File: config.mk
export PLATFORM = sky130hd
export DESIGN_NAME = xcv_dev_flat
export DESIGN_NICKNAME = d
export VERILOG_FILES = /design/src/xcv_pkg.sv /design/src/xcv_link_if.sv /design/src/xcv_dev.sv /design/src/xcv_div.sv /design/src/flat_wrapper.sv
export SDC_FILE = /design/constraint.sdc
export NUM_CORES = 2
export LEC_CHECK = 0
export CAP_MARGIN = 20
export CORE_MARGIN = 4
export CORE_UTILIZATION = 39
export DETAILED_ROUTE_END_ITERATION = 8
export DONT_BUFFER_PORTS = 1
export MAX_ROUTING_LAYER = met4
export SLEW_MARGIN = 10
export SYNTH_ARGS = -nofsm -noshare
export SYNTH_HDL_FRONTEND = slang
export SYNTH_SLANG_ARGS = --single-unit
File: constraint.sdc
create_clock -name sys_clk -period 14.35 [get_ports sys_clk]
set_clock_uncertainty 0.15 [all_clocks]
set_input_delay 2.1525 -clock sys_clk [delete_from_list [all_inputs] [get_ports sys_clk]]
set_output_delay 2.1525 -clock sys_clk [all_outputs]
set_load 0.02 [all_outputs]
File: src/xcv_pkg.sv
// shared constants and helpers for the transceiver clocking model
package xcv_pkg;

  // ---------------------------------------------------------------
  // geometry
  // ---------------------------------------------------------------
  localparam int NCH      = 8;
  localparam int IDX_W    = $clog2(NCH);
  localparam int SYM_W    = 10;
  localparam int BYTE_W   = 8;
  localparam int WORD_W   = 16;
  localparam int SYN_W    = 1;
  localparam int CFG_W    = 8;
  localparam int FIFO_AW  = 2;
  localparam int PC_LAT   = 2;

  // ---------------------------------------------------------------
  // rates
  // ---------------------------------------------------------------
  localparam int SYS_MHZ      = 250;
  localparam int GEN1_PAR_MHZ = 250;
  localparam int GEN2_PAR_MHZ = 500;
  localparam int FIXED_MHZ    = 125;
  localparam int LSP_DIV      = SYS_MHZ / GEN1_PAR_MHZ;
  localparam int FIXED_DIV    = SYS_MHZ / FIXED_MHZ;
  localparam int SER_DIV      = SYM_W;
  localparam int RECONF_DIV   = 4;
  localparam int CAL_DIV      = 8;
  localparam int RDET_TICKS   = 16;
  localparam int RDET_W       = $clog2(RDET_TICKS + 1);

  // stand-in for the 8b/10b table: keeps the data bits of a symbol
  function automatic logic [BYTE_W-1:0] sym_to_byte(
    input logic [SYM_W-1:0] sym
  );
    sym_to_byte = sym[BYTE_W-1:0];
  endfunction

endpackage
File: src/xcv_link_if.sv
// link between the transceiver channel group and fabric user logic
interface xcv_link_if #(parameter int NCH = xcv_pkg::NCH);
  logic [NCH-1:0]                      rx_ck;
  logic [NCH-1:0][xcv_pkg::WORD_W-1:0] rx_data;
  logic [NCH-1:0]                      tx_ck;
  logic [NCH-1:0][xcv_pkg::IDX_W-1:0]  tx_src;
  logic [NCH-1:0][xcv_pkg::WORD_W-1:0] tx_data;
  logic [NCH-1:0]                      tx_vld;
  logic                                fixed_ck;
  logic                                reconf_ck;
  logic                                cal_ck;

  modport dev (
    output rx_ck, rx_data, tx_ck, tx_src,
    input  tx_data, tx_vld, fixed_ck, reconf_ck, cal_ck
  );
  modport fab (
    input  rx_ck, rx_data, tx_ck, tx_src,
    output tx_data, tx_vld, fixed_ck, reconf_ck, cal_ck
  );
endinterface

File: src/xcv_dev.sv
// transceiver channel group: recovered clocks, bonding and forwarding
// -----------------------------------------------------------------
// rules
// -----------------------------------------------------------------
// Contract
// RULE1: each channel recovers and divides its own clock
// RULE2: recovered parallel clock feeds aligner, rate-match write
// RULE3: clock unit drives rate-match read, decode, pairing
// RULE4: interface clock writes rx fifo, forwarded shared
// RULE5: gen1 250/125, gen2 forces byte pairing
// RULE6: direct mode forwards recovered clock per channel
// RULE7: direct mode receivers never bond
// RULE8: fabric captures with that channel's own clock
// RULE9: tx clock forwarded local or shared bonded
// RULE10: rx clock recovered, or tx/shared with rate-match
// RULE11: fabric supplies fixed 125 MHz clock
// RULE12: direct offers only tx/rx clocks, rx separate
// RULE13: reconfiguration clock free-running, fabric-derived
// RULE14: tx fifo absorbs write/read phase offset
// RULE15: tx fifo write clock same frequency as read
// RULE16: identical channels share synth and tx setup
// RULE17: lowest identical channel clocks its group
// RULE18: bonded rx fifos share central pointers
module xcv_dev #(
  parameter int NCH = xcv_pkg::NCH
)
(
  input  wire logic                                  sys_clk,
  input  wire logic                                  rst,
  xcv_link_if.dev                                    link,
  input  wire logic [NCH-1:0]                        rx_line,
  input  wire logic                                  cfg_bonded,
  input  wire logic                                  cfg_direct,
  input  wire logic                                  cfg_byte_deser,
  input  wire logic                                  cfg_gen2,
  input  wire logic                                  cfg_rate_match,
  input  wire logic [NCH-1:0][xcv_pkg::SYN_W-1:0]    synth_sel,
  input  wire logic [NCH-1:0][xcv_pkg::CFG_W-1:0]    tx_cfg,
  output logic      [NCH-1:0][xcv_pkg::WORD_W-1:0]   tx_word_out,
  output logic      [NCH-1:0]                        tx_word_vld,
  output logic                                       rx_detect_done
);
  localparam int AW = xcv_pkg::FIFO_AW;
  localparam int DEPTH = 1 << AW;
  localparam int IW = xcv_pkg::IDX_W;
  localparam int KW = xcv_pkg::SYN_W + xcv_pkg::CFG_W;
  localparam logic [AW-1:0] PC_LAT = AW'(xcv_pkg::PC_LAT);
  localparam logic [xcv_pkg::RDET_W-1:0] RDET_END =
    xcv_pkg::RDET_W'(xcv_pkg::RDET_TICKS);

  // lowest channel whose synthesizer and tx setup match channel idx
  function automatic logic [IW-1:0] first_ident(
    input logic [NCH-1:0][KW-1:0] keys,
    input int                     idx
  );
    logic found;
    found = 1'b0;
    first_ident = IW'(idx);
    for (int j = 0; j < NCH; j++)
      if (!found && keys[j] == keys[idx])
      begin
        first_ident = IW'(j);
        found = 1'b1;
      end
  endfunction

  // -----------------------------------------------------------------
  // mode latch: new settings take effect on a reconfiguration tick
  // -----------------------------------------------------------------
  logic bond_reg;
  logic direct_reg;
  logic bdes_reg;
  logic rm_reg;

  always_ff @(posedge sys_clk)
  begin
    if (rst)
    begin
      bond_reg   <= 1'b0;
      direct_reg <= 1'b0;
      bdes_reg   <= 1'b0;
      rm_reg     <= 1'b0;
    end
    else if (link.reconf_ck)
    begin
      bond_reg   <= cfg_bonded & ~cfg_direct;                 // RULE7
      direct_reg <= cfg_direct;
      bdes_reg   <= cfg_byte_deser | cfg_gen2;                // RULE5
      rm_reg     <= cfg_rate_match & ~cfg_direct;
    end
  end

  // -----------------------------------------------------------------
  // central clock unit: low-speed clock and shared interface clock
  // -----------------------------------------------------------------
  logic lsp_tick;
  logic half_reg;
  logic core_reg;
  wire  core_next = lsp_tick & (~bdes_reg | half_reg);        // RULE4

  xcv_div #(.RATIO(xcv_pkg::LSP_DIV), .PHASE(0)) u_cu (
    .sys_clk (sys_clk),
    .rst     (rst),
    .en      (1'b1),
    .tick    (lsp_tick)
  );

  // pointers are shared so every bonded channel sees equal latency
  logic [AW-1:0] pc_wp_reg;
  wire  [AW-1:0] pc_rp = pc_wp_reg - PC_LAT;                  // RULE18

  always_ff @(posedge sys_clk)
  begin
    if (rst)
    begin
      half_reg  <= 1'b0;
      core_reg  <= 1'b0;
      pc_wp_reg <= '0;
    end
    else
    begin
      if (lsp_tick)
        half_reg <= bdes_reg & ~half_reg;
      core_reg <= core_next;
      if (core_reg)
        pc_wp_reg <= pc_wp_reg + AW'(1);
    end
  end

  // -----------------------------------------------------------------
  // receiver detect / equaliser timing on the fabric's fixed clock
  // -----------------------------------------------------------------
  logic [xcv_pkg::RDET_W-1:0] rdet_reg;

  always_ff @(posedge sys_clk)
  begin
    if (rst)
    begin
      rdet_reg       <= '0;
      rx_detect_done <= 1'b0;
    end
    else
    begin
      if (link.fixed_ck && rdet_reg != RDET_END)              // RULE11
        rdet_reg <= rdet_reg + xcv_pkg::RDET_W'(1);
      rx_detect_done <= (rdet_reg == RDET_END);
    end
  end

  // -----------------------------------------------------------------
  // per-channel datapath
  // -----------------------------------------------------------------
  wire [NCH-1:0]         tx_loc;
  wire [NCH-1:0][KW-1:0] tx_key;

  genvar i;
  generate
    for (i = 0; i < NCH; i++)
    begin : g_ch
      // pin synchroniser; s1 is read only by s2
      logic s1_reg;
      logic s2_reg;
      logic s3_reg;
      logic lvl_reg;
      logic ser_reg;
      logic [xcv_pkg::SYM_W-1:0] des_reg;
      logic [xcv_pkg::SYM_W-1:0] aln_reg;
      logic par_tick;
      wire  edge_seen = (s2_reg == s3_reg) && (s3_reg != lvl_reg);

      // serial clock recovered from this channel's own transitions
      always_ff @(posedge sys_clk)
      begin
        if (rst)
        begin
          s1_reg  <= 1'b0;
          s2_reg  <= 1'b0;
          s3_reg  <= 1'b0;
          lvl_reg <= 1'b0;
          ser_reg <= 1'b0;
          des_reg <= '0;
          aln_reg <= '0;
        end
        else
        begin
          s1_reg  <= rx_line[i];
          s2_reg  <= s1_reg;
          s3_reg  <= s2_reg;
          ser_reg <= edge_seen;                               // RULE1
          if (edge_seen)
          begin
            lvl_reg <= s3_reg;
            des_reg <= {des_reg[xcv_pkg::SYM_W-2:0], s3_reg};
          end
          if (par_tick)
            aln_reg <= des_reg;                               // RULE2
        end
      end

      xcv_div #(.RATIO(xcv_pkg::SER_DIV), .PHASE(0)) u_par (
        .sys_clk (sys_clk),
        .rst     (rst),
        .en      (ser_reg),
        .tick    (par_tick)                                   // RULE1
      );

      // rate matcher: drops on overflow, repeats on underflow
      logic [xcv_pkg::SYM_W-1:0] rm_mem [DEPTH];
      logic [AW:0]               rm_wp_reg;
      logic [AW:0]               rm_rp_reg;
      logic [xcv_pkg::SYM_W-1:0] rm_out_reg;
      wire rm_full  = (rm_wp_reg ^ rm_rp_reg) == {1'b1, {AW{1'b0}}};
      wire rm_empty = (rm_wp_reg == rm_rp_reg);
      wire [xcv_pkg::SYM_W-1:0] sym = rm_reg ? rm_out_reg : aln_reg;
      wire [xcv_pkg::BYTE_W-1:0] dec = xcv_pkg::sym_to_byte(sym);

      always_ff @(posedge sys_clk)
      begin
        if (par_tick && !rm_full)
          rm_mem[rm_wp_reg[AW-1:0]] <= aln_reg;               // RULE2
      end

      always_ff @(posedge sys_clk)
      begin
        if (rst)
        begin
          rm_wp_reg  <= '0;
          rm_rp_reg  <= '0;
          rm_out_reg <= '0;
        end
        else
        begin
          if (par_tick && !rm_full)
            rm_wp_reg <= rm_wp_reg + (AW+1)'(1);
          if (lsp_tick && !rm_empty)                          // RULE3
          begin
            rm_out_reg <= rm_mem[rm_rp_reg[AW-1:0]];
            rm_rp_reg  <= rm_rp_reg + (AW+1)'(1);
          end
        end
      end

      // byte pairing and receive phase compensation fifo
      logic [xcv_pkg::BYTE_W-1:0] lo_reg;
      logic [xcv_pkg::WORD_W-1:0] word_reg;
      logic [xcv_pkg::WORD_W-1:0] pc_mem [DEPTH];

      always_ff @(posedge sys_clk)
      begin
        if (rst)
        begin
          lo_reg   <= '0;
          word_reg <= '0;
        end
        else if (lsp_tick)                                    // RULE3
        begin
          if (bdes_reg && !half_reg)
            lo_reg <= dec;
          else if (bdes_reg)
            word_reg <= {dec, lo_reg};
          else
            word_reg <= {{xcv_pkg::BYTE_W{1'b0}}, dec};
        end
      end

      always_ff @(posedge sys_clk)
      begin
        if (core_reg)
          pc_mem[pc_wp_reg] <= word_reg;                      // RULE4
      end

      // forwarded receive clock and data
      wire tx_rd_ck = bond_reg ? core_reg : tx_loc[i];
      wire rx_use_rec = direct_reg | ~rm_reg;
      wire rx_ck_next = rx_use_rec ? par_tick : tx_rd_ck;     // RULE10
      wire [xcv_pkg::WORD_W-1:0] rx_d_next = direct_reg ?
        xcv_pkg::WORD_W'(aln_reg) : pc_mem[pc_rp];            // RULE6

      always_ff @(posedge sys_clk)
      begin
        if (rst)
        begin
          link.rx_ck[i]   <= 1'b0;
          link.rx_data[i] <= '0;
        end
        else
        begin
          link.rx_ck[i]   <= rx_ck_next;                      // RULE12
          link.rx_data[i] <= rx_d_next;
        end
      end

      // transmit: local divider, group write clock, phase fifo
      xcv_div #(.RATIO(xcv_pkg::LSP_DIV), .PHASE(i)) u_tx (
        .sys_clk (sys_clk),
        .rst     (rst),
        .en      (1'b1),
        .tick    (tx_loc[i])
      );

      assign tx_key[i] = {synth_sel[i], tx_cfg[i]};           // RULE16
      wire [IW-1:0] src = first_ident(tx_key, i);             // RULE17
      wire wr_ck = bond_reg ? core_reg : tx_loc[src];         // RULE15

      logic [xcv_pkg::WORD_W-1:0] tx_mem [DEPTH];
      logic [AW:0]                tx_wp_reg;
      logic [AW:0]                tx_rp_reg;
      wire tx_full  = (tx_wp_reg ^ tx_rp_reg) == {1'b1, {AW{1'b0}}};
      wire tx_empty = (tx_wp_reg == tx_rp_reg);
      wire tx_wr = wr_ck & link.tx_vld[i] & ~tx_full;
      wire tx_rd = tx_rd_ck & ~tx_empty;

      always_ff @(posedge sys_clk)
      begin
        if (tx_wr)
          tx_mem[tx_wp_reg[AW-1:0]] <= link.tx_data[i];       // RULE14
      end

      always_ff @(posedge sys_clk)
      begin
        if (rst)
        begin
          tx_wp_reg      <= '0;
          tx_rp_reg      <= '0;
          tx_word_out[i] <= '0;
          tx_word_vld[i] <= 1'b0;
          link.tx_ck[i]  <= 1'b0;
          link.tx_src[i] <= '0;
        end
        else
        begin
          if (tx_wr)
            tx_wp_reg <= tx_wp_reg + (AW+1)'(1);
          if (tx_rd)
          begin
            tx_word_out[i] <= tx_mem[tx_rp_reg[AW-1:0]];      // RULE14
            tx_rp_reg      <= tx_rp_reg + (AW+1)'(1);
          end
          tx_word_vld[i] <= tx_rd;
          link.tx_ck[i]  <= tx_rd_ck;                         // RULE9
          link.tx_src[i] <= bond_reg ? '0 : src;
        end
      end
    end
  endgenerate
endmodule

File: src/xcv_div.sv
// tick divider: one output pulse every RATIO enabled cycles
module xcv_div #(
  parameter int RATIO = 2,
  parameter int PHASE = 0
)
(
  input  wire logic sys_clk,
  input  wire logic rst,
  input  wire logic en,
  output logic      tick
);
  localparam int CW = (RATIO > 1) ? $clog2(RATIO) : 1;
  localparam logic [CW-1:0] LAST  = CW'(RATIO - 1);
  localparam logic [CW-1:0] START = CW'(PHASE % RATIO);

  logic [CW-1:0] cnt_reg;
  wire           wrap = (cnt_reg == LAST);

  always_ff @(posedge sys_clk)
  begin
    if (rst)
    begin
      cnt_reg <= START;
      tick    <= 1'b0;
    end
    else
    begin
      tick <= en & wrap;
      if (en)
        cnt_reg <= wrap ? '0 : cnt_reg + CW'(1);
    end
  end
endmodule

File: src/flat_wrapper.sv
// flat-port wrapper written by rule: the top's interface ports become plain ports
module xcv_dev_flat 
#(
  parameter int NCH = xcv_pkg::NCH
)
  (sys_clk, rst, rx_line, cfg_bonded, cfg_direct, cfg_byte_deser, cfg_gen2, cfg_rate_match, synth_sel, tx_cfg, tx_word_out, tx_word_vld, rx_detect_done, link_rx_ck, link_rx_data, link_tx_ck, link_tx_src, link_tx_data, link_tx_vld, link_fixed_ck, link_reconf_ck, link_cal_ck);
  xcv_link_if #(.NCH(NCH)) link_i ();
  input  wire logic sys_clk;
  input  wire logic rst;
  input  wire logic [NCH-1:0] rx_line;
  input  wire logic cfg_bonded;
  input  wire logic cfg_direct;
  input  wire logic cfg_byte_deser;
  input  wire logic cfg_gen2;
  input  wire logic cfg_rate_match;
  input  wire logic [NCH-1:0][xcv_pkg::SYN_W-1:0] synth_sel;
  input  wire logic [NCH-1:0][xcv_pkg::CFG_W-1:0] tx_cfg;
  output logic      [NCH-1:0][xcv_pkg::WORD_W-1:0] tx_word_out;
  output logic      [NCH-1:0] tx_word_vld;
  output logic rx_detect_done;
  output wire logic [$bits(link_i.rx_ck)-1:0] link_rx_ck;
  output wire logic [$bits(link_i.rx_data)-1:0] link_rx_data;
  output wire logic [$bits(link_i.tx_ck)-1:0] link_tx_ck;
  output wire logic [$bits(link_i.tx_src)-1:0] link_tx_src;
  input wire logic [$bits(link_i.tx_data)-1:0] link_tx_data;
  input wire logic [$bits(link_i.tx_vld)-1:0] link_tx_vld;
  input wire logic [$bits(link_i.fixed_ck)-1:0] link_fixed_ck;
  input wire logic [$bits(link_i.reconf_ck)-1:0] link_reconf_ck;
  input wire logic [$bits(link_i.cal_ck)-1:0] link_cal_ck;
  assign link_rx_ck = link_i.rx_ck;
  assign link_rx_data = link_i.rx_data;
  assign link_tx_ck = link_i.tx_ck;
  assign link_tx_src = link_i.tx_src;
  assign link_i.tx_data = link_tx_data;
  assign link_i.tx_vld = link_tx_vld;
  assign link_i.fixed_ck = link_fixed_ck;
  assign link_i.reconf_ck = link_reconf_ck;
  assign link_i.cal_ck = link_cal_ck;
  xcv_dev #(.NCH(NCH)) u_core (.sys_clk(sys_clk), .rst(rst), .link(link_i), .rx_line(rx_line), .cfg_bonded(cfg_bonded), .cfg_direct(cfg_direct), .cfg_byte_deser(cfg_byte_deser), .cfg_gen2(cfg_gen2), .cfg_rate_match(cfg_rate_match), .synth_sel(synth_sel), .tx_cfg(tx_cfg), .tx_word_out(tx_word_out), .tx_word_vld(tx_word_vld), .rx_detect_done(rx_detect_done));
endmodule
# Word-level counts from Yosys, hierarchy flattened
# Memories as Yosys holds them, arrays and structs flattened. A register that Yosys moved wholly into a read port is not among the register bits.
# Cells that the tools add are included.
# W data, S select, Z words.
# op_classes
n_lt_le_gt_ge	7
reduce_logical	98
n_mux	166
shift	0
n_div	0
n_eq_ne	86
add_sub_neg	52
mul	0
bitwise_logic	85
# ops
cell	count
$eq A9 B9 Y1	28
$mux W16	8
$add A3 B1 Y3 const B	32
$mux W1	94
$mux W10	8
$mux W3	26
$mux W8	8
$eq A3 B3 Y1	16
$eq A3 B3 Y1 const B	16
$xor A3 B3 Y3	16
$logic_and A1 B1 Y1	47
$logic_not A1 Y1	38
$and A1 B1 Y1	36
$add A4 B1 Y4 const B	8
$eq A4 B4 Y1 const B	8
$mux W4	8
$not A1 Y1	30
$reduce_or A2 Y1	11
$bmux W1 S3	7
$lt A3 B4 Y1 const B	4
$mux W2	7
$add A1 B1 Y1 const B	9
$eq A1 B1 Y1	8
$lt A2 B4 Y1 const B	2
other kinds (9)	19
# totals
regBits	733
wordCells	712
latchBits	0
memories	24
inputBits	226
out_inout_bits	305
rom_bits	0
ram_bits	1344
# mem_list
memory	words	width	rd	rd_clocked_by_memory_dff	wr	line_no	source
u_core.g_ch[0].pc_mem	4	16	1	0	1	xcv_dev.sv:246	logic [xcv_pkg::WORD_W-1:0] pc_mem [DEPTH];
u_core.g_ch[0].tx_mem	4	16	1	1	1	xcv_dev.sv:305	logic [xcv_pkg::WORD_W-1:0] tx_mem [DEPTH];
u_core.g_ch[1].pc_mem	4	16	1	0	1	xcv_dev.sv:246	
u_core.g_ch[1].tx_mem	4	16	1	1	1	xcv_dev.sv:305	
u_core.g_ch[2].pc_mem	4	16	1	0	1	xcv_dev.sv:246	
u_core.g_ch[2].tx_mem	4	16	1	1	1	xcv_dev.sv:305	
+18 memories	--	--	--	--	--	--	

# Logic depth before layout (Yosys ltp)
# logic_depth
ltp_word	28
mapped_depth	10
depth_no_buf	9

# Cells and area by module
# A second synthesis with hierarchy kept.
# hier_totals
hier_cells	5688
area_unflattened_um2	83721.5
# by_module_without_submodules
module	n_inst	area_each_um2	seq_area_each_um2	cells_each
xcv_dev	1	81705.9	55553.3	5502
xcv_div at u_core.g_ch[0].u_par ...	8	214.0	100.1	21
xcv_div at u_core.g_ch[0].u_tx ...	9	33.8	20.0	2

# Worst setup path after synthesis
# No wires, ideal clock.
# synth_timing
path_kind	input to register
from	in tx_cfg[39] (netlist name)
to	reg u_core.g_ch[6].tx_wp_reg[2]
path_stages	10
t_required_ns	14.079
path_buffers	1
arrival_time_ns	5.277
setup_slack_ns	8.802
setup_ns	0.121
path_cell_list	buf_2 > xor2_1 > nor4_1 > nand4_1 > a21oi_1 > o21ai_1 > mux2_2 > a211oi_1 > nor3b_1 > mux2_2
# synth_via
elab_chain_len	12
word_cells_on_any_way	14
classes_between	1 x eq/ne; 8 x mux; 2 x bitwise; 3 x reduce/logical
# synth_rtl
element	line_no	source
start, declared	flat_wrapper.sv:17	input wire logic [NCH-1:0][xcv_pkg::CFG_W-1:0] tx_cfg;
$eq A9 B9 Y1 *	xcv_dev.sv:60	if (!found && keys[j] == keys[idx])
$logic_and A1 B1 Y1 *	xcv_dev.sv:60	
$mux W1	xcv_dev.sv:60	
$logic_not A1 Y1	xcv_dev.sv:60	
$logic_and A1 B1 Y1	xcv_dev.sv:60	
$mux W3 or $mux W1 (tied branches)	xcv_dev.sv:60	
$mux W3 *	xcv_dev.sv:60	
$bmux W1 S3 *	xcv_dev.sv:303	wire wr_ck = bond_reg ? core_reg : tx_loc[src];
$mux W1 (not written as such) *	xcv_dev.sv:303	
$mux W1 *	xcv_dev.sv:303	
$and A1 B1 Y1 * (2 in a row)	xcv_dev.sv:310	wire tx_wr = wr_ck & link.tx_vld[i] & ~tx_full;
end signal, assigned	xcv_dev.sv:333	tx_wp_reg <= tx_wp_reg + (AW+1)'(1);
end, declared	xcv_dev.sv:306	logic [AW:0] tx_wp_reg;
# Mark *: on every way between the ends. The rest lies on a longest branch, timed or not. The select of a mux whose other input is x is not followed.
# A chain may end at the register's enable or synchronous reset.

# Final worst setup path
# layout_timing
from	in tx_cfg[47] (netlist name)
to	mem u_core.g_ch[6].tx_mem[1][15] (netlist name), enable pin
# layout_via
elab_chain_len	11
word_cells_on_any_way	12
classes_between	1 x eq/ne; 8 x mux; 2 x bitwise; 1 x reduce/logical
# layout_rtl
element	line_no	source
$eq A9 B9 Y1 *	xcv_dev.sv:60	
$logic_and A1 B1 Y1 *	xcv_dev.sv:60	
$mux W3 or $mux W1 (tied branches)	xcv_dev.sv:60	
$mux W3 *	xcv_dev.sv:60	
$bmux W1 S3 *	xcv_dev.sv:303	
$mux W1 (not written as such) *	xcv_dev.sv:303	
$mux W1 *	xcv_dev.sv:303	
$and A1 B1 Y1 * (2 in a row)	xcv_dev.sv:310	
$mux W1 *	xcv_dev.sv:315	if (tx_wr)
$mux W1 (not written as such) *	xcv_dev.sv:316	tx_mem[tx_wp_reg[AW-1:0]] <= link.tx_data[i];
end, declared	xcv_dev.sv:305	
# Marked as above.

==> impl_results.html <==
<table>
<tr><th>Metric</th><th>Value</th></tr>
<tr><th colspan="2">Run status</th></tr>
<tr><td>Status</td><td>completed</td></tr>
<tr><th colspan="2">Critical path</th></tr>
<tr><td>Worst reg2reg path depth</td><td>4</td></tr>
<tr><td>CP Class</td><td>primary input to register</td></tr>
<tr><td>Sort of element at the start of the critical path</td><td>primary input</td></tr>
<tr><td>CP arrival</td><td>5.27 ns</td></tr>
<tr><td>Crit end category</td><td>register</td></tr>
<tr><td>End of the worst register-to-register path</td><td>u_core.g_ch[6].pc_mem[3][0]</td></tr>
<tr><td>CP Max Fanout</td><td>16</td></tr>
<tr><td>Data required, critical path</td><td>around 15 ns</td></tr>
<tr><td>Register-to-Register Setup Slack</td><td>10.59 ns</td></tr>
<tr><td>FF-to-FF Start</td><td>u_core.pc_wp_reg[1]</td></tr>
<tr><th colspan="2">Die</th></tr>
<tr><td>Starting Density</td><td>39.3%</td></tr>
<tr><td>Total Die Area</td><td>around 0.22 mm^2</td></tr>
<tr><td>Chip Height</td><td>between 400 and 500 um</td></tr>
<tr><td>Placeable core area</td><td>between 0.2 and 0.25 mm^2</td></tr>
<tr><td>Number of placement rows</td><td>169</td></tr>
<tr><td>Width of the chip</td><td>471 um</td></tr>
<tr><td>Number of primary I/O pins</td><td>around 530</td></tr>
<tr><th colspan="2">Place</th></tr>
<tr><td>Cell area after placement</td><td>roughly 0.086 mm^2</td></tr>
<tr><td>Weighted congestion reported at the end of routability-driven placement</td><td>just over 0.8</td></tr>
<tr><td>Final HPWL DP</td><td>125 mm</td></tr>
<tr><td>IO buf count</td><td>0</td></tr>
<tr><td>Worst slack at placement</td><td>about 8.3 ns</td></tr>
<tr><td>Post-Place Cells</td><td>~8200</td></tr>
<tr><th colspan="2">Synth</th></tr>
<tr><td>Most instantiated flip-flop cell in the synthesis netlist</td><td>sky130_fd_sc_hd__edfxtp_1</td></tr>
<tr><td>Cell area after synthesis</td><td>between 0.08 and 0.09 mm^2</td></tr>
<tr><td>Register area share after synthesis</td><td>roughly two thirds</td></tr>
<tr><td>Number of cells produced by synthesis</td><td>5700</td></tr>
<tr><td>Post-Syn Area per Cell</td><td>14.7 um^2</td></tr>
<tr><td>Yosys cell types</td><td>just under 60</td></tr>
<tr><td>Warning count from the yosys run</td><td>0</td></tr>
<tr><td>Number of synthesized register bits</td><td>around 2200</td></tr>
<tr><td>Post-synth EDFFs</td><td>1280</td></tr>
<tr><td>Async S/R FF share, synth</td><td>0%</td></tr>
<tr><th colspan="2">Clocking</th></tr>
<tr><td>Clk pin slew, worst setup/hold paths</td><td>about 0.06 ns</td></tr>
<tr><td>CTS sink cnt</td><td>approximately 2200</td></tr>
<tr><td>Insertion delay of the later-clocked pin in the worst-skew pair</td><td>0.89 ns</td></tr>
<tr><td>Maximum clock insertion buffer count</td><td>3</td></tr>
<tr><td>Cts hold-fix bufs</td><td>0</td></tr>
<tr><td>H-tree levels</td><td>4</td></tr>
<tr><td>Cts bufs inserted</td><td>between 200 and 250</td></tr>
<tr><td>Post-CTS setup buffer count</td><td>0</td></tr>
<tr><td>TritonCTS clock tree</td><td>yes</td></tr>
<tr><td>CTS Root Cell</td><td>sky130_fd_sc_hd__clkbuf_16</td></tr>
<tr><td>Number of instances resized during post-cts repair</td><td>0</td></tr>
<tr><th colspan="2">Flow run</th></tr>
<tr><td>Max-capacitance violation count</td><td>0</td></tr>
<tr><th colspan="2">STA</th></tr>
<tr><td>Unrepaired setup endpoints after global routing</td><td>false</td></tr>
<tr><td>Headroom to the max-slew limit</td><td>approximately 28%</td></tr>
<tr><td>Highest clock frequency the design can meet</td><td>around 0.2 GHz</td></tr>
<tr><td>Final setup violation count</td><td>0</td></tr>
<tr><td>Post-route setup slack</td><td>~9.4 ns</td></tr>
<tr><td>Final hold violation count</td><td>0</td></tr>
<tr><td>Final worst-path cycle share</td><td>about a third</td></tr>
<tr><td>Worst Max-Slew Pin Slew</td><td>1.07 ns</td></tr>
<tr><td>Final Max Slew Viols</td><td>0</td></tr>
<tr><td>Minimum period implied by the final worst setup slack</td><td>4.98 ns</td></tr>
<tr><td>Fin Setup TNS</td><td>0 ns</td></tr>
<tr><th colspan="2">Global routing</th></tr>
<tr><td>First-pass GRT wire length</td><td>around 300 mm</td></tr>
<tr><td>Number of global-route vias before repair</td><td>approximately 45000</td></tr>
<tr><td>Remaining global-route overflow</td><td>0</td></tr>
<tr><td>Pin count of the biggest net entering global routing</td><td>between 700 and 800</td></tr>
<tr><td>Number of antenna violations at the first check in global routing</td><td>16</td></tr>
<tr><td>Global Route Usage Sum</td><td>18.4%</td></tr>
<tr><th colspan="2">Pwr</th></tr>
<tr><td>Leak pwr</td><td>~32 nW</td></tr>
<tr><td>Combinational share of power</td><td>under 10%</td></tr>
<tr><td>Part of the power in the clock network</td><td>45.6%</td></tr>
<tr><td>Proportion of power drawn by flip-flops and latches</td><td>51.2%</td></tr>
<tr><td>Maximum ir drop on the vdd rail</td><td>roughly 120 uV</td></tr>
<tr><td>Total net switching power</td><td>~0.0028 W</td></tr>
<tr><td>P_int</td><td>approximately 0.010 W</td></tr>
<tr><td>Power Dens Cells</td><td>approximately 140 mW/mm^2</td></tr>
<tr><td>Fraction of power spent switching nets</td><td>21.4%</td></tr>
<tr><th colspan="2">Cells and area</th></tr>
<tr><td>Final standard cell count with taps included and fillers excluded</td><td>8685</td></tr>
<tr><td>Seq. cell area</td><td>0.0567 mm^2</td></tr>
<tr><td>Filler cell count</td><td>19000</td></tr>
<tr><td>Number of nets at the end of the flow</td><td>between 5000 and 6000</td></tr>
<tr><td>Ratio of cells with drive above 1 in the final layout</td><td>between 10 and 15%</td></tr>
<tr><td>Multi-input combinational cell area</td><td>between 0.02 and 0.03 mm^2</td></tr>
<tr><td>Area overhead of the layout relative to synthesis</td><td>12.8%</td></tr>
<tr><td>Post-route cell area</td><td>about 0.094 mm^2</td></tr>
<tr><th colspan="2">Route</th></tr>
<tr><td>Overall via count from detail_route</td><td>44500</td></tr>
<tr><td>Iteration count of the initial detailed-routing pass</td><td>6</td></tr>
<tr><td>Antenna-violating nets left</td><td>0</td></tr>
<tr><td>Drt drc</td><td>0</td></tr>
<tr><td>WL per Instance</td><td>around 23 um</td></tr>
<tr><td>Total Routed Length</td><td>roughly 200 mm</td></tr>
<tr><td>Drt initial violations</td><td>between 2000 and 3000</td></tr>
<tr><td>Vias per cell</td><td>roughly 5.1</td></tr>
<tr><th colspan="2">Hold path</th></tr>
<tr><td>Number of cells traversed by the worst hold path</td><td>1</td></tr>
<tr><td>Sink of the worst hold path</td><td>u_core.u_cu.tick</td></tr>
<tr><td>Worst Hold Class</td><td>register to register</td></tr>
<tr><td>Worst hold start</td><td>u_core.u_cu.cnt_reg</td></tr>
</table>
## power groups by stage
stage	clock network, W	logic, W	registers [W]
2_1_floorplan	0	0.000351	0.00690
3_3_place_gp	0	0.000384	0.00693
3_5_place_dp	0	0.000387	0.00693
4_1_cts	0.00621	0.000389	0.00680
5_1_grt	0.00648	0.000459	0.00680
6_report	0.00605	0.000416	0.00679
## cells by family after synthesis
logic type	after synthesis	share of synthesized area, %
xor gates and xnor gates	378	3.96
muxes	838	14.8
DFF	2193	67.8
and+or+nand+nor	1371	7.10
buffers and inverters	414	2.06
adders and majority gates	86	1.29
other	1	0.00448
AOI/OAI and AO/OA	419	2.93
## worst max-delay path, cell delays in order
cell                       delay [ns]
sky130_fd_sc_hd__xnor2_1         0.15
sky130_fd_sc_hd__nand4_1         0.12
sky130_fd_sc_hd__nor4_1          0.51
sky130_fd_sc_hd__a21oi_1         0.20
sky130_fd_sc_hd__o21ai_1         0.23
sky130_fd_sc_hd__mux2_2          0.38
sky130_fd_sc_hd__a211oi_2        0.71
sky130_fd_sc_hd__nor2_1          0.25
sky130_fd_sc_hd__and2_1          0.53
## placed cells by master (no fill, tap or decap), drive strengths merged, types with 5 or more instances in the layout
master,instances
and2,65
o31ai,9
nor2b,95
and4,5
clkinvlp,7
nor4,26
xor2,209
nor2,917
xnor2,169
nand3,29
and3,7
a21boi,9
mux2,10
nand2b,11
diode,10
conb,16
inv,63
clkbuf,312
a211oi,78
nand2,124
clkinv,68
dfxtp,913
o21ai,103
a21oi,192
nor3,39
nor3b,10
mux4,320
nor4b,8
edfxtp,1280
nand4,32
buf,77
ha,86
mux2i,508
bufinv,26
## through the flow
step	total power (W)	hold slack [ns]	utilization (%)
after global placement	0.00731	0.219	40.6
after floorplan	0.00725	0.218	-
after global routing	0.0137	0.218	44.3
final	0.0133	0.182	44.3
after CTS	0.0134	0.202	44.3
after detailed placement	0.00732	0.221	40.6
## cell usage after synthesis (3+ instances only)
master / instances / share of area (%)
sky130_fd_sc_hd__buf_4: 11 / 0.099
sky130_fd_sc_hd__xnor2_1: 169 / 1.8
sky130_fd_sc_hd__mux2i_1: 508 / 6.1
sky130_fd_sc_hd__xor2_1: 209 / 2.2
sky130_fd_sc_hd__a31o_2: 3 / 0.031
sky130_fd_sc_hd__mux2_2: 6 / 0.081
sky130_fd_sc_hd__buf_6: 4 / 0.054
sky130_fd_sc_hd__nand2b_1: 11 / 0.082
sky130_fd_sc_hd__nor2_1: 917 / 4.1
sky130_fd_sc_hd__o21a_1: 3 / 0.027
sky130_fd_sc_hd__nand3_1: 29 / 0.17
sky130_fd_sc_hd__nand2_1: 124 / 0.56
sky130_fd_sc_hd__a211oi_1: 77 / 0.69
sky130_fd_sc_hd__o31ai_1: 9 / 0.081
sky130_fd_sc_hd__a21boi_1: 8 / 0.072
sky130_fd_sc_hd__o221ai_1: 3 / 0.031
sky130_fd_sc_hd__nor3_1: 39 / 0.23
sky130_fd_sc_hd__dfxtp_1: 913 / 22
sky130_fd_sc_hd__buf_2: 81 / 0.48
sky130_fd_sc_hd__nor4_1: 25 / 0.19
sky130_fd_sc_hd__nor2b_1: 95 / 0.71
sky130_fd_sc_hd__mux4_2: 320 / 8.6
sky130_fd_sc_hd__clkbuf_1: 205 / 0.92
sky130_fd_sc_hd__and2_1: 65 / 0.49
sky130_fd_sc_hd__nor3b_1: 10 / 0.090
sky130_fd_sc_hd__inv_1: 55 / 0.25
sky130_fd_sc_hd__nand4_1: 32 / 0.24
sky130_fd_sc_hd__ha_1: 86 / 1.3
sky130_fd_sc_hd__and4_1: 5 / 0.052
sky130_fd_sc_hd__nor4b_1: 8 / 0.084
sky130_fd_sc_hd__and3_1: 7 / 0.052
sky130_fd_sc_hd__a21oi_1: 192 / 1.1
sky130_fd_sc_hd__o21ai_0: 100 / 0.60
sky130_fd_sc_hd__mux2_1: 3 / 0.040
sky130_fd_sc_hd__buf_1: 58 / 0.26
sky130_fd_sc_hd__edfxtp_1: 1280 / 46
## how the worst max path moves through the flow
| stage | start | end | depth (start not counted) |
|---|---|---|---|
| 6_report | tx_cfg[47] | u_core.g_ch[6].tx_mem[1][15] | 9 |
| 2_1_floorplan | tx_cfg[39] | u_core.g_ch[6].tx_wp_reg[2] | 10 |
| 3_3_place_gp | tx_cfg[46] | u_core.g_ch[6].tx_mem[2][10] | 9 |
| 5_1_grt | tx_cfg[47] | u_core.g_ch[6].tx_mem[1][15] | 9 |
| 3_5_place_dp | tx_cfg[40] | u_core.g_ch[6].tx_mem[0][10] | 9 |
| 4_1_cts | tx_cfg[40] | u_core.g_ch[6].tx_mem[0][12] | 9 |
## final cells by class
type | count | area share (%)
Inverter | 55 | 0.219
Sequential cell | 2193 | 60.1
Clock buffer | 312 | 6.66
Multi-Input combinational cell | 3108 | 26.9
Timing Repair Buffer | 77 | 0.695
Clock inverter | 109 | 1.64
Tap cell | 2821 | 3.74
Antenna cell | 10 | 0.0265
## metal layers
metal,up-vias,global-route usage [%],wire [um]
met5,-,-,0
met2,1116,29.2,95800
met3,291,6.37,17200
met1,22500,22.7,83800
li1,20600,-,-
met4,0,4.78,4570
Power figures use the tool's default switching activity.
